$ cat src/common/rtsi_pkg.sv
// constants and types of the trigger, terminator and status reply interpreter
package rtsi_pkg;
	// apb register byte offsets
	localparam logic [7:0] ADDR_CFG = 8'h00;
	localparam logic [7:0] ADDR_DATA = 8'h04;
	localparam logic [7:0] ADDR_STAT = 8'h08;
	// config register fields and reset
	localparam int CFG_P_LSB = 0;
	localparam int CFG_D_LSB = 4;
	localparam int CFG_F_LSB = 8;
	localparam int CFG_K_LSB = 12;
	localparam int CFG_R_LSB = 16;
	localparam logic [31:0] CFG_RESET = 32'h0000_0002;
	localparam logic [31:0] DATA_RESET = 32'h3030_3030;
	// status register fields
	localparam int STAT_TRIG_LSB = 0;
	localparam int STAT_RUN_BIT = 3;
	localparam int STAT_TERM_LSB = 4;
	localparam int STAT_SELFTEST_BIT = 6;
	localparam int STAT_ILLEGAL_BIT = 7;
	localparam int STAT_PTR_LSB = 8;
	localparam int STAT_SRQ_LSB = 16;
	localparam int STAT_PREFIX_LSB = 24;
	// program modes
	localparam logic [1:0] PROG_SINGLE = 2'h0;
	localparam logic [1:0] PROG_CONT = 2'h1;
	localparam logic [1:0] PROG_STEP = 2'h2;
	// mode defaults and limits
	localparam logic [2:0] TRIG_DEFAULT = 3'h6;
	localparam logic [2:0] PREFIX_DEFAULT = 3'h0;
	localparam logic [2:0] PREFIX_MAX = 3'h5;
	localparam logic [7:0] SRQ_MAX = 8'h63;
	// command letters and characters
	localparam logic [7:0] CMD_T = 8'h54;
	localparam logic [7:0] CMD_Y = 8'h59;
	localparam logic [7:0] CMD_U = 8'h55;
	localparam logic [7:0] CMD_G = 8'h47;
	localparam logic [7:0] CMD_M = 8'h4d;
	localparam logic [7:0] CMD_J = 8'h4a;
	localparam logic [7:0] CH_CR = 8'h0d;
	localparam logic [7:0] CH_LF = 8'h0a;
	localparam logic [7:0] CH_DEL = 8'h7f;
	localparam logic [7:0] CH_COMMA = 8'h2c;
	localparam logic [7:0] CH_ZERO = 8'h30;
	localparam logic [7:0] TERM_AND = 8'h0f;
	localparam logic [7:0] TERM_OR = 8'h30;
	// reply prefixes, 3 characters each; model digits are arbitrary
	localparam logic [23:0] MODEL_PREFIX = 24'h303030;
	localparam logic [23:0] IO_PREFIX = 24'h492f4f;
	localparam logic [4:0] LEN_PREFIX = 5'h3;
	localparam logic [4:0] LEN_STATUS = 5'hb;
	localparam logic [4:0] LEN_IO = 5'h5;
	localparam logic [4:0] LEN_DATA = 5'h4;
	localparam logic [4:0] POS_SELFTEST = 5'h6;
	// output buffer
	localparam int FIFO_WIDTH = 8;
	localparam int FIFO_DEPTH = 8;
	typedef enum logic [1:0] {TERM_SINGLE, TERM_CRLF, TERM_LFCR, TERM_NONE} rtsi_term_t;
	typedef enum logic [1:0] {REPLY_DATA, REPLY_STATUS, REPLY_IO} rtsi_reply_t;
endpackage : rtsi_pkg

$ cat src/hdl/rtsi_top.sv
// trigger mode, output terminator and one-shot status reply interpreter
//
// Summary of operation
// RULE1 - eight trigger codes; even start, odd stop
// RULE2 - reset or device clear selects trigger mode 6
// RULE3 - start trigger runs from next location
// RULE4 - step mode: each trigger advances pointer once
// RULE5 - stop trigger halts execution immediately
// RULE6 - terminator defaults to CR LF after clear
// RULE7 - terminator command sets any allowed character
// RULE8 - LF gives CR LF, CR gives LF CR, DEL none
// RULE9 - status 0 sends model prefix plus mode bytes
// RULE10 - status 1 sends input,output as decimal 0-15
// RULE11 - status reply replaces only next talk reply
// RULE12 - service request field: two decimal digits
// RULE13 - I/O prefix only in prefix modes 0,2,4
// RULE14 - model prefix only in prefix modes 0,2,4
// RULE15 - terminator field: last byte AND 0f OR 30
// RULE16 - self-test byte set by reset/command, cleared on read
// RULE17 - port number weights bit 3 down to 0
// RULE18 - controller reads status right after selecting it
// RULE19 - forbidden terminator rejected, old setting kept
//
// Decided for this implementation: the register addresses and the APB register port.
`timescale 1ns/1ps

module rtsi_fifo #(
	parameter int WIDTH = 8,
	parameter int DEPTH = 8
) (
	input wire logic clk,
	input wire logic rst,
	input wire logic in_valid,
	output logic in_ready,
	input wire logic [WIDTH-1:0] in_data,
	output logic out_valid,
	input wire logic out_ready,
	output logic [WIDTH-1:0] out_data
);
	localparam int AW = $clog2(DEPTH);
	logic [WIDTH-1:0] mem_q [DEPTH];
	logic [AW-1:0] wr_q, wr_d, rd_q, rd_d;
	logic [AW:0] cnt_q, cnt_d;
	logic push, pop;

	always_comb begin
		in_ready = (cnt_q != DEPTH[AW:0]);
		out_valid = (cnt_q != '0);
		out_data = mem_q[rd_q];
		push = in_valid && in_ready;
		pop = out_valid && out_ready;
		wr_d = push ? ((wr_q == AW'(DEPTH - 1)) ? '0 : wr_q + 1'b1) : wr_q;
		rd_d = pop ? ((rd_q == AW'(DEPTH - 1)) ? '0 : rd_q + 1'b1) : rd_q;
		cnt_d = cnt_q + {{AW{1'b0}}, push} - {{AW{1'b0}}, pop};
	end

	always_ff @(posedge clk or posedge rst) begin
		if (rst) begin
			wr_q <= '0;
			rd_q <= '0;
			cnt_q <= '0;
		end else begin
			wr_q <= wr_d;
			rd_q <= rd_d;
			cnt_q <= cnt_d;
		end
	end

	// storage needs no reset; only valid words are ever read
	always_ff @(posedge clk) begin
		if (push) begin
			mem_q[wr_q] <= in_data;
		end
	end
endmodule : rtsi_fifo

module rtsi_top (
	input wire logic CLK,
	input wire logic RESET,
	input wire logic PSEL,
	input wire logic PENABLE,
	input wire logic PWRITE,
	input wire logic [7:0] PADDR,
	input wire logic [31:0] PWDATA,
	output logic [31:0] PRDATA,
	output logic PREADY,
	output logic PSLVERR,
	input wire logic CMD_VALID,
	input wire logic [7:0] CMD_LETTER,
	input wire logic [7:0] CMD_ARG,
	input wire logic CMD_EXEC,
	input wire logic BUS_TALK,
	input wire logic BUS_GET,
	input wire logic BUS_CLEAR,
	input wire logic EXT_TRIG,
	input wire logic [3:0] IO_IN,
	input wire logic [3:0] IO_OUT,
	input wire logic DWELL_DONE,
	output logic PROG_RUN,
	output logic [7:0] PROG_PTR,
	output logic CMD_ILLEGAL,
	output logic [7:0] TX_DATA,
	output logic TX_VALID,
	input wire logic TX_READY
);
	import rtsi_pkg::*;

	function automatic logic [7:0] digit(input logic [3:0] v);
		digit = CH_ZERO | {4'h0, v};
	endfunction : digit

	// tens and ones of a value below 100
	function automatic logic [15:0] two_digits(input logic [6:0] v);
		logic [6:0] tens;
		logic [6:0] ones;
		tens = v / 7'd10;
		ones = v - 7'(tens * 7'd10);
		two_digits = {digit(tens[3:0]), digit(ones[3:0])};
	endfunction : two_digits

	function automatic logic forbidden(input logic [7:0] c);
		forbidden = (c >= 8'h41 && c <= 8'h5a) || (c >= 8'h30 && c <= 8'h39) || c == 8'h20 ||
			c == 8'h2b || c == 8'h2d || c == 8'h2f || c == 8'h2c || c == 8'h2e || c == 8'h65;
	endfunction : forbidden

	function automatic logic prefix_on(input logic [2:0] g);
		prefix_on = !g[0];
	endfunction : prefix_on

	// pin synchronisers
	logic [1:0] trig_sync_q;
	logic trig_prev_q;
	logic [3:0] io_meta_q, io_in_q;
	always_ff @(posedge CLK or posedge RESET) begin
		if (RESET) begin
			trig_sync_q <= 2'h0;
			trig_prev_q <= 1'b0;
			io_meta_q <= 4'h0;
			io_in_q <= 4'h0;
		end else begin
			trig_sync_q <= {trig_sync_q[0], EXT_TRIG};
			trig_prev_q <= trig_sync_q[1];
			io_meta_q <= IO_IN;
			io_in_q <= io_meta_q;
		end
	end
	logic ext_edge;
	assign ext_edge = trig_sync_q[1] && !trig_prev_q;

	// control state
	logic [31:0] cfg_q, cfg_d, data_q, data_d;
	logic [2:0] trig_q, trig_d, prefix_q, prefix_d;
	rtsi_term_t term_q, term_d;
	logic [7:0] term_last_q, term_last_d, term_char_q, term_char_d;
	logic [6:0] srq_q, srq_d;
	rtsi_reply_t pend_q, pend_d;
	logic selftest_q, selftest_d, illegal_q, illegal_d, run_q, run_d;
	logic [7:0] ptr_q, ptr_d;
	logic apb_wr, apb_rd, stim, talk_start, selftest_read;
	logic [1:0] prog_mode;
	logic [31:0] stat_word;

	assign apb_wr = PSEL && PENABLE && PWRITE;
	assign apb_rd = PSEL && PENABLE && !PWRITE;
	assign prog_mode = cfg_q[CFG_P_LSB +: 2];

	always_comb begin
		unique case (trig_q[2:1]) // see RULE1
			2'h0: stim = BUS_TALK;
			2'h1: stim = BUS_GET;
			2'h2: stim = CMD_EXEC;
			default: stim = ext_edge;
		endcase
	end

	always_comb begin
		stat_word = 32'h0;
		stat_word[STAT_TRIG_LSB +: 3] = trig_q;
		stat_word[STAT_RUN_BIT] = run_q;
		stat_word[STAT_TERM_LSB +: 2] = term_q;
		stat_word[STAT_SELFTEST_BIT] = selftest_q;
		stat_word[STAT_ILLEGAL_BIT] = illegal_q;
		stat_word[STAT_PTR_LSB +: 8] = ptr_q;
		stat_word[STAT_SRQ_LSB +: 7] = srq_q;
		stat_word[STAT_PREFIX_LSB +: 3] = prefix_q;
	end

	always_comb begin
		cfg_d = cfg_q;
		data_d = data_q;
		trig_d = trig_q;
		prefix_d = prefix_q;
		term_d = term_q;
		term_last_d = term_last_q;
		term_char_d = term_char_q;
		srq_d = srq_q;
		pend_d = pend_q;
		selftest_d = selftest_q;
		illegal_d = illegal_q;
		run_d = run_q;
		ptr_d = ptr_q;
		if (apb_wr && PADDR == ADDR_CFG) begin
			cfg_d = PWDATA;
		end
		if (apb_wr && PADDR == ADDR_DATA) begin
			data_d = PWDATA;
		end
		if (apb_wr && PADDR == ADDR_STAT && PWDATA[STAT_ILLEGAL_BIT]) begin
			illegal_d = 1'b0;
		end
		if (talk_start) begin
			pend_d = REPLY_DATA; // see RULE11
		end
		if (selftest_read) begin
			selftest_d = 1'b0; // see RULE16
		end
		if (run_q && DWELL_DONE) begin
			ptr_d = ptr_q + 8'h1;
		end
		if (stim) begin
			if (prog_mode == PROG_STEP) begin
				ptr_d = ptr_q + 8'h1; // see RULE4
			end else if (!trig_q[0]) begin
				run_d = 1'b1;
				ptr_d = ptr_q + 8'h1; // see RULE3
			end else begin
				run_d = 1'b0; // see RULE5
			end
		end
		if (CMD_VALID) begin
			unique case (CMD_LETTER)
				CMD_T: begin
					if (CMD_ARG <= 8'h7) trig_d = CMD_ARG[2:0]; // see RULE1
					else illegal_d = 1'b1;
				end
				CMD_G: begin
					if (CMD_ARG <= {5'h0, PREFIX_MAX}) prefix_d = CMD_ARG[2:0];
					else illegal_d = 1'b1;
				end
				CMD_M: begin
					if (CMD_ARG <= SRQ_MAX) srq_d = CMD_ARG[6:0];
					else illegal_d = 1'b1;
				end
				CMD_U: begin
					if (CMD_ARG == 8'h0) pend_d = REPLY_STATUS; // see RULE9
					else if (CMD_ARG == 8'h1) pend_d = REPLY_IO; // see RULE10
					else illegal_d = 1'b1;
				end
				CMD_J: begin
					if (CMD_ARG == 8'h0) selftest_d = 1'b1; // see RULE16
					else illegal_d = 1'b1;
				end
				CMD_Y: begin
					if (CMD_ARG == CH_LF) begin
						term_d = TERM_CRLF; // see RULE8
						term_last_d = CH_LF;
					end else if (CMD_ARG == CH_CR) begin
						term_d = TERM_LFCR;
						term_last_d = CH_CR;
					end else if (CMD_ARG == CH_DEL) begin
						term_d = TERM_NONE;
						term_last_d = CH_DEL;
					end else if (forbidden(CMD_ARG)) begin
						illegal_d = 1'b1; // see RULE19
					end else begin
						term_d = TERM_SINGLE; // see RULE7
						term_char_d = CMD_ARG;
						term_last_d = CMD_ARG;
					end
				end
				default: ;
			endcase
		end
		if (BUS_CLEAR) begin
			trig_d = TRIG_DEFAULT; // see RULE2
			term_d = TERM_CRLF; // see RULE6
			term_last_d = CH_LF;
			prefix_d = PREFIX_DEFAULT;
			pend_d = REPLY_DATA;
			cfg_d[CFG_P_LSB +: 2] = PROG_STEP;
		end
	end

	always_ff @(posedge CLK or posedge RESET) begin
		if (RESET) begin
			cfg_q <= CFG_RESET;
			data_q <= DATA_RESET;
			trig_q <= TRIG_DEFAULT; // see RULE2
			prefix_q <= PREFIX_DEFAULT;
			term_q <= TERM_CRLF; // see RULE6
			term_last_q <= CH_LF;
			term_char_q <= CH_LF;
			srq_q <= 7'h0;
			pend_q <= REPLY_DATA;
			selftest_q <= 1'b1; // see RULE16
			illegal_q <= 1'b0;
			run_q <= 1'b0;
			ptr_q <= 8'h0;
		end else begin
			cfg_q <= cfg_d;
			data_q <= data_d;
			trig_q <= trig_d;
			prefix_q <= prefix_d;
			term_q <= term_d;
			term_last_q <= term_last_d;
			term_char_q <= term_char_d;
			srq_q <= srq_d;
			pend_q <= pend_d;
			selftest_q <= selftest_d;
			illegal_q <= illegal_d;
			run_q <= run_d;
			ptr_q <= ptr_d;
		end
	end

	// apb slave, zero wait states
	always_comb begin
		PREADY = 1'b1;
		PSLVERR = PSEL && PENABLE && !(PADDR == ADDR_CFG || PADDR == ADDR_DATA || PADDR == ADDR_STAT);
		PRDATA = 32'h0;
		if (apb_rd) begin
			if (PADDR == ADDR_CFG) PRDATA = cfg_q;
			else if (PADDR == ADDR_DATA) PRDATA = data_q;
			else if (PADDR == ADDR_STAT) PRDATA = stat_word;
		end
	end

	// reply sequencer
	typedef enum logic [1:0] {RS_IDLE, RS_BODY, RS_TERM} rtsi_seq_t;
	rtsi_seq_t seq_q, seq_d;
	rtsi_reply_t kind_q, kind_d;
	logic [4:0] pos_q, pos_d, end_q, end_d, k;
	logic push, fifo_ready, term_last_pos;
	logic [7:0] body_byte, term_byte, push_byte, y_field;
	logic [15:0] srq_digits, in_digits, out_digits;

	assign srq_digits = two_digits(srq_q); // see RULE12
	assign in_digits = two_digits({3'h0, io_in_q}); // see RULE17
	assign out_digits = two_digits({3'h0, IO_OUT});
	assign y_field = (term_last_q & TERM_AND) | TERM_OR; // see RULE15
	assign k = pos_q - LEN_PREFIX;
	// a talk arriving mid-reply starts nothing; the running reply finishes
	assign talk_start = (seq_q == RS_IDLE) && BUS_TALK;
	assign selftest_read = push && (seq_q == RS_BODY) && (kind_q == REPLY_STATUS) && (pos_q == POS_SELFTEST);

	always_comb begin
		body_byte = 8'h0;
		if (pos_q < LEN_PREFIX) begin
			body_byte = (kind_q == REPLY_IO) ? IO_PREFIX[8'(23 - 8 * pos_q) -: 8] : MODEL_PREFIX[8'(23 - 8 * pos_q) -: 8];
		end else if (kind_q == REPLY_STATUS) begin
			unique case (k)
				5'h0: body_byte = digit(cfg_q[CFG_D_LSB +: 4]);
				5'h1: body_byte = digit(cfg_q[CFG_F_LSB +: 4]);
				5'h2: body_byte = digit({1'b0, prefix_q});
				5'h3: body_byte = digit({3'h0, selftest_q});
				5'h4: body_byte = digit(cfg_q[CFG_K_LSB +: 4]);
				5'h5: body_byte = digit({2'h0, prog_mode});
				5'h6: body_byte = digit(cfg_q[CFG_R_LSB +: 4]);
				5'h7: body_byte = digit({1'b0, trig_q});
				5'h8: body_byte = srq_digits[15:8];
				5'h9: body_byte = srq_digits[7:0];
				default: body_byte = y_field;
			endcase
		end else if (kind_q == REPLY_IO) begin
			unique case (k)
				5'h0: body_byte = in_digits[15:8];
				5'h1: body_byte = in_digits[7:0];
				5'h2: body_byte = CH_COMMA;
				5'h3: body_byte = out_digits[15:8];
				default: body_byte = out_digits[7:0];
			endcase
		end else begin
			body_byte = data_q[8'(31 - 8 * k) -: 8];
		end
	end

	always_comb begin
		unique case (term_q) // see RULE8
			TERM_CRLF: term_byte = (pos_q == 5'h0) ? CH_CR : CH_LF;
			TERM_LFCR: term_byte = (pos_q == 5'h0) ? CH_LF : CH_CR;
			default: term_byte = term_char_q;
		endcase
		term_last_pos = (term_q == TERM_SINGLE) || (pos_q != 5'h0);
	end

	always_comb begin
		seq_d = seq_q;
		kind_d = kind_q;
		pos_d = pos_q;
		end_d = end_q;
		push = 1'b0;
		push_byte = body_byte;
		unique case (seq_q)
			RS_IDLE: begin
				if (BUS_TALK) begin
					seq_d = RS_BODY;
					kind_d = pend_q; // see RULE11
					pos_d = (pend_q != REPLY_DATA && prefix_on(prefix_q)) ? 5'h0 : LEN_PREFIX; // see RULE13 see RULE14
					unique case (pend_q)
						REPLY_STATUS: end_d = LEN_PREFIX + LEN_STATUS;
						REPLY_IO: end_d = LEN_PREFIX + LEN_IO;
						default: end_d = LEN_PREFIX + LEN_DATA;
					endcase
				end
			end
			RS_BODY: begin
				push = fifo_ready;
				if (fifo_ready) begin
					pos_d = pos_q + 5'h1;
					if (pos_q == end_q - 5'h1) begin
						seq_d = (term_q == TERM_NONE) ? RS_IDLE : RS_TERM;
						pos_d = 5'h0;
					end
				end
			end
			default: begin
				push = fifo_ready;
				push_byte = term_byte;
				if (fifo_ready) begin
					pos_d = pos_q + 5'h1;
					if (term_last_pos) seq_d = RS_IDLE;
				end
			end
		endcase
	end

	always_ff @(posedge CLK or posedge RESET) begin
		if (RESET) begin
			seq_q <= RS_IDLE;
			kind_q <= REPLY_DATA;
			pos_q <= 5'h0;
			end_q <= 5'h0;
		end else begin
			seq_q <= seq_d;
			kind_q <= kind_d;
			pos_q <= pos_d;
			end_q <= end_d;
		end
	end

	rtsi_fifo #(
		.WIDTH(FIFO_WIDTH),
		.DEPTH(FIFO_DEPTH)
	) u_fifo (
		.clk(CLK),
		.rst(RESET),
		.in_valid(push),
		.in_ready(fifo_ready),
		.in_data(push_byte),
		.out_valid(TX_VALID),
		.out_ready(TX_READY),
		.out_data(TX_DATA)
	);

	assign PROG_RUN = run_q;
	assign PROG_PTR = ptr_q;
	assign CMD_ILLEGAL = illegal_q;
endmodule : rtsi_top

$ cat config.mk
export PLATFORM = sky130hd
export DESIGN_NAME = rtsi_top
export DESIGN_NICKNAME = d
export VERILOG_FILES = /design/src/common/rtsi_pkg.sv /design/src/hdl/rtsi_top.sv
export SDC_FILE = /design/constraint.sdc
export NUM_CORES = 1
export LEC_CHECK = 0
export BUFFER_PORTS_ARGS = -buffer_cell sky130_fd_sc_hd__buf_2
export CAP_MARGIN = 20
export CELL_PAD_IN_SITES_DETAIL_PLACEMENT = 0
export CELL_PAD_IN_SITES_GLOBAL_PLACEMENT = 1
export CORE_UTILIZATION = 40
export CTS_CLUSTER_SIZE = 30
export DETAILED_ROUTE_END_ITERATION = 8
export PLACE_DENSITY = 0.75
export SLEW_MARGIN = 25
export SYNTH_ARGS = -nofsm -noshare
export SYNTH_HDL_FRONTEND = slang
export SYNTH_SLANG_ARGS = --single-unit
$ cat constraint.sdc
create_clock -name CLK -period 4.45 [get_ports CLK]
set_input_delay 1.1125 -clock CLK [delete_from_list [all_inputs] [get_ports CLK]]
set_output_delay 1.1125 -clock CLK [all_outputs]
set_load 0.05 [all_outputs]
==> impl_results.md <==
- Post-CTS setup repair buffer count: 0
- Clock buffer depth: 3
- Share of cells above drive strength 1: 30.8%
- Leakage: 0.00562 uW
- Area Overhead vs Synth: 16.6%
- ANT nets after route: 0
- Syn Nets: 1086
- Status: finished clean
- Setup violators final: 0
- Commonest non-fill, non-tap cell in the layout: buf_2
- Worst setup EP type: flip-flop
- TritonCTS clock tree: built
- VDD IR max: 290 uV
- Min Tclk post-route: 4.24 ns
- Clock slew at reported path FFs: 0.06 ns
- Seq/Total Area, Yosys: 48.6%
- Resized cells post-CTS: 0
- Height of the die: 168 um
- CP Max Fanout: 8
- DR vias: 8204
- Cell chain of the critical path: buf_4, nor2b_2, o31ai_1, a221o_1, ha_1, nand2b_1, o22ai_1, o22ai_1, or3_4, ha_1, fa_1, inv_1, o21ai_0, o311a_1, nor2b_1, mux2_2, o211a_4
- Worst EP required: 4.70 ns
- # hold bufs at CTS: 0
- Initial antenna violation count: 1
- CTS Sinks: 201
- Data arrival time of the critical path: 4.49 ns
- Post-Synthesis Mean Instance Area: 11.3 um^2
- Starting Density: 40.9%
- Power density of the placed cells: 554 mW/mm^2
- Worst Skew: 0.00858 ns
- Drt first pass iters: 6
- Async SR Flop Fraction: 68.2%
- DIE AREA: 0.0283 mm^2
- Pwr Total: 7140 uW
- Slowest cell on crit path: or3_4
- Routed WL: 30000 um
- Synth unique cells: 78
- Non-filler cells, final: 1450
- RePlAce Congestion: 0.901
- Crit Path Class: reg -> reg
- FILL cells: 2473
- PortBufs: 128
- Most frequent cells in the layout: buf_2, dfrtp_1, mux2_2, nor2_1, edfxtp_1
- Total grt overflow: 0
- Row count: 60
- WL/cell: 20.7 um
- Fin crit share: 95.2%
- Util after Layout: 47.7%
- RSZ-0062 raised after global routing: false
- Synthesized cell area: 0.0110 mm^2
- Die width: 168 um
- Synth Flop Type: dfrtp_1
- Drt drc: 0
- Worst rel slew slack: 43.8%
- Fmax: 236 MHz
- EDFF count, synth: 64
- Core Area: 0.0270 mm^2
- Worst path bufs/invs: 2
- Antenna diode count: 0
- Overall Global Routing Usage: 21.5%
- Hold Crit Class: reg -> reg
- #FFs+latches synth: 201
- Cell count after placement: 1408
- MaxCap Viol Count: 0
- Synthesized instance count: 974
- Post-DP HPWL: 21500 um
- First-pass GRT wire length: 47200 um
- Worst-Skew Late Latency: 0.52 ns
- Final hold vios: 0
- Final Max Tran Viols: 0
- Final #Nets: 1204
- Startpoint types: flip-flop
- Num CTS Buffers: 23
- CP delay by family, top: compound AO/OA/AOI/OAI gates
- Num ports: 130
- Yosys warns: 0
- H-tree depth: 1
- Number of vias per cell: 5.66
- Crit-path max cell delay: 0.42 ns
- Root buf cell: clkbuf_16
- Largest net degree at the start of global routing: 138
- Number of global-route vias before repair: 8084
- Slew at the pin closest to its max-slew limit: 0.839 ns
- DR iter-0 viols: 584
cell families after synthesis:
kind of cell,count (synthesis),synth area share (%)
AOI/OAI and AO/OA,173,10.8
xor gates and xnor gates,21,1.67
adders and majority gates,35,4.10
buffers and inverters,104,3.80
DFF,201,48.6
muxes,144,16.9
other,1,0.0340
and+or+nand+nor,295,14.0
power by group:
group	internal (uW)	switching, uW	total [uW]
clock network	1170	775	1940
logic	976	1610	2580
registers	2300	310	2610
worst register-to-register path: stages, from the launching register on:
cell and delay [ns]:
dfrtp_1 0.39, buf_4 0.17, nor2b_2 0.15, o31ai_1 0.08, a221o_1 0.34, ha_1 0.28, nand2b_1 0.09, o22ai_1 0.15
o22ai_1 0.11, or3_4 0.42, ha_1 0.20, fa_1 0.41, inv_1 0.09, o21ai_0 0.09, o311a_1 0.32, nor2b_1 0.14
mux2_2 0.28, o211a_4 0.29
stage by stage:
| stage | setup WS, ns | hold WS [ns] | TNS (ns) | cell area [um^2] |
|---|---|---|---|---|
| after floorplan | -0.689 | 0.331 | -7.40 | 11100 |
| after global placement | 0.152 | 0.334 | 0 | 12100 |
| after detailed placement | 0.102 | 0.336 | 0 | 12100 |
| after CTS | 0.0824 | 0.348 | 0 | 12900 |
| after global routing | 0.0283 | 0.354 | 0 | 12900 |
| final | 0.214 | 0.347 | 0 | 12900 |
area by class of cell:
class	instances	area [um^2]	area share (%)
flip-flops and latches	201	5370	41.7
multi-input cells	669	5300	41.1
repair buffers	153	841	6.53
clock buffers	30	622	4.83
well taps	341	427	3.31
inverters	44	169	1.31
clock inverters	12	154	1.19
final timing paths:
check	start	to	slack [ns]	depth (start not counted)
min in group asynchronous	RESET	PROG_PTR[6]	0.82	3
min	io_meta_q[3]	io_in_q[3]	0.35	0
max in group asynchronous	RESET	trig_sync_q[1]	3.07	3
max	srq_q[5]	u_fifo.mem_q[5][3]	0.21	17
max reg2reg	srq_q[5]	u_fifo.mem_q[5][3]	0.21	17
min reg2reg	io_meta_q[3]	io_in_q[3]	0.35	0
synth_stat cells (4+ instances only):
cell type  number  area share, %
and3_1          6           0.34
mux2_2         91            9.3
a22o_1          4           0.32
or3_1           8           0.45
edfxtp_1       64             17
o21ai_0        27            1.2
nor4_1          4           0.23
a222oi_1        4           0.36
buf_1           6           0.20
nand4_1         4           0.23
nand3_1        13           0.59
a2111oi_0       7           0.56
buf_2           8           0.36
xnor2_1         8           0.63
mux2i_1        28            2.5
or2_2           4           0.23
o22ai_1         7           0.40
or4_1           4           0.27
clkbuf_1       42            1.4
mux4_2         25            5.1
and2_1          6           0.34
nand2_1        52            1.8
nor3b_1         9           0.61
a22oi_1        18            1.2
a21o_1          4           0.27
o31ai_1         5           0.34
nor4b_1         7           0.56
dfstp_2        17            4.0
nor3_1         18           0.82
dfrtp_1       120             27
a211oi_1        4           0.27
a31oi_1        10           0.57
nor2_1         87            3.0
ha_1           33            3.7
a21oi_1        42            1.9
nand3b_1        7           0.48
nor2b_1        28            1.6
nand2b_1       27            1.5
inv_1          43            1.5
xor2_1         13            1.0
layer usage:
layer / vias up / global-route usage, % / part of all wire, %
li1: 3813 / - / -
met1: 4083 / 29.8 / 45
met2: 248 / 34.8 / 47
met3: 58 / 3.20 / 4.8
met4: 2 / 7.23 / 3.2
met5: - / 0 / 0.043
flip-flops by register name, summed over array words and instances, names as in the netlist, 2 cells and up:
signal        cells
srq_q             7
seq_q             2
io_meta_q         4
u_fifo.wr_q       3
pend_q            2
pos_q             5
term_last_q       4
io_in_q           4
term_q            2
term_char_q       8
trig_q            3
u_fifo.rd_q       3
trig_sync_q       2
kind_q            2
u_fifo.mem_q     64
u_fifo.cnt_q      4
cfg_q            32
end_q             3
data_q           32
PROG_PTR          8
prefix_q          3
No activity file was read; power rests on OpenSTA's default activity.
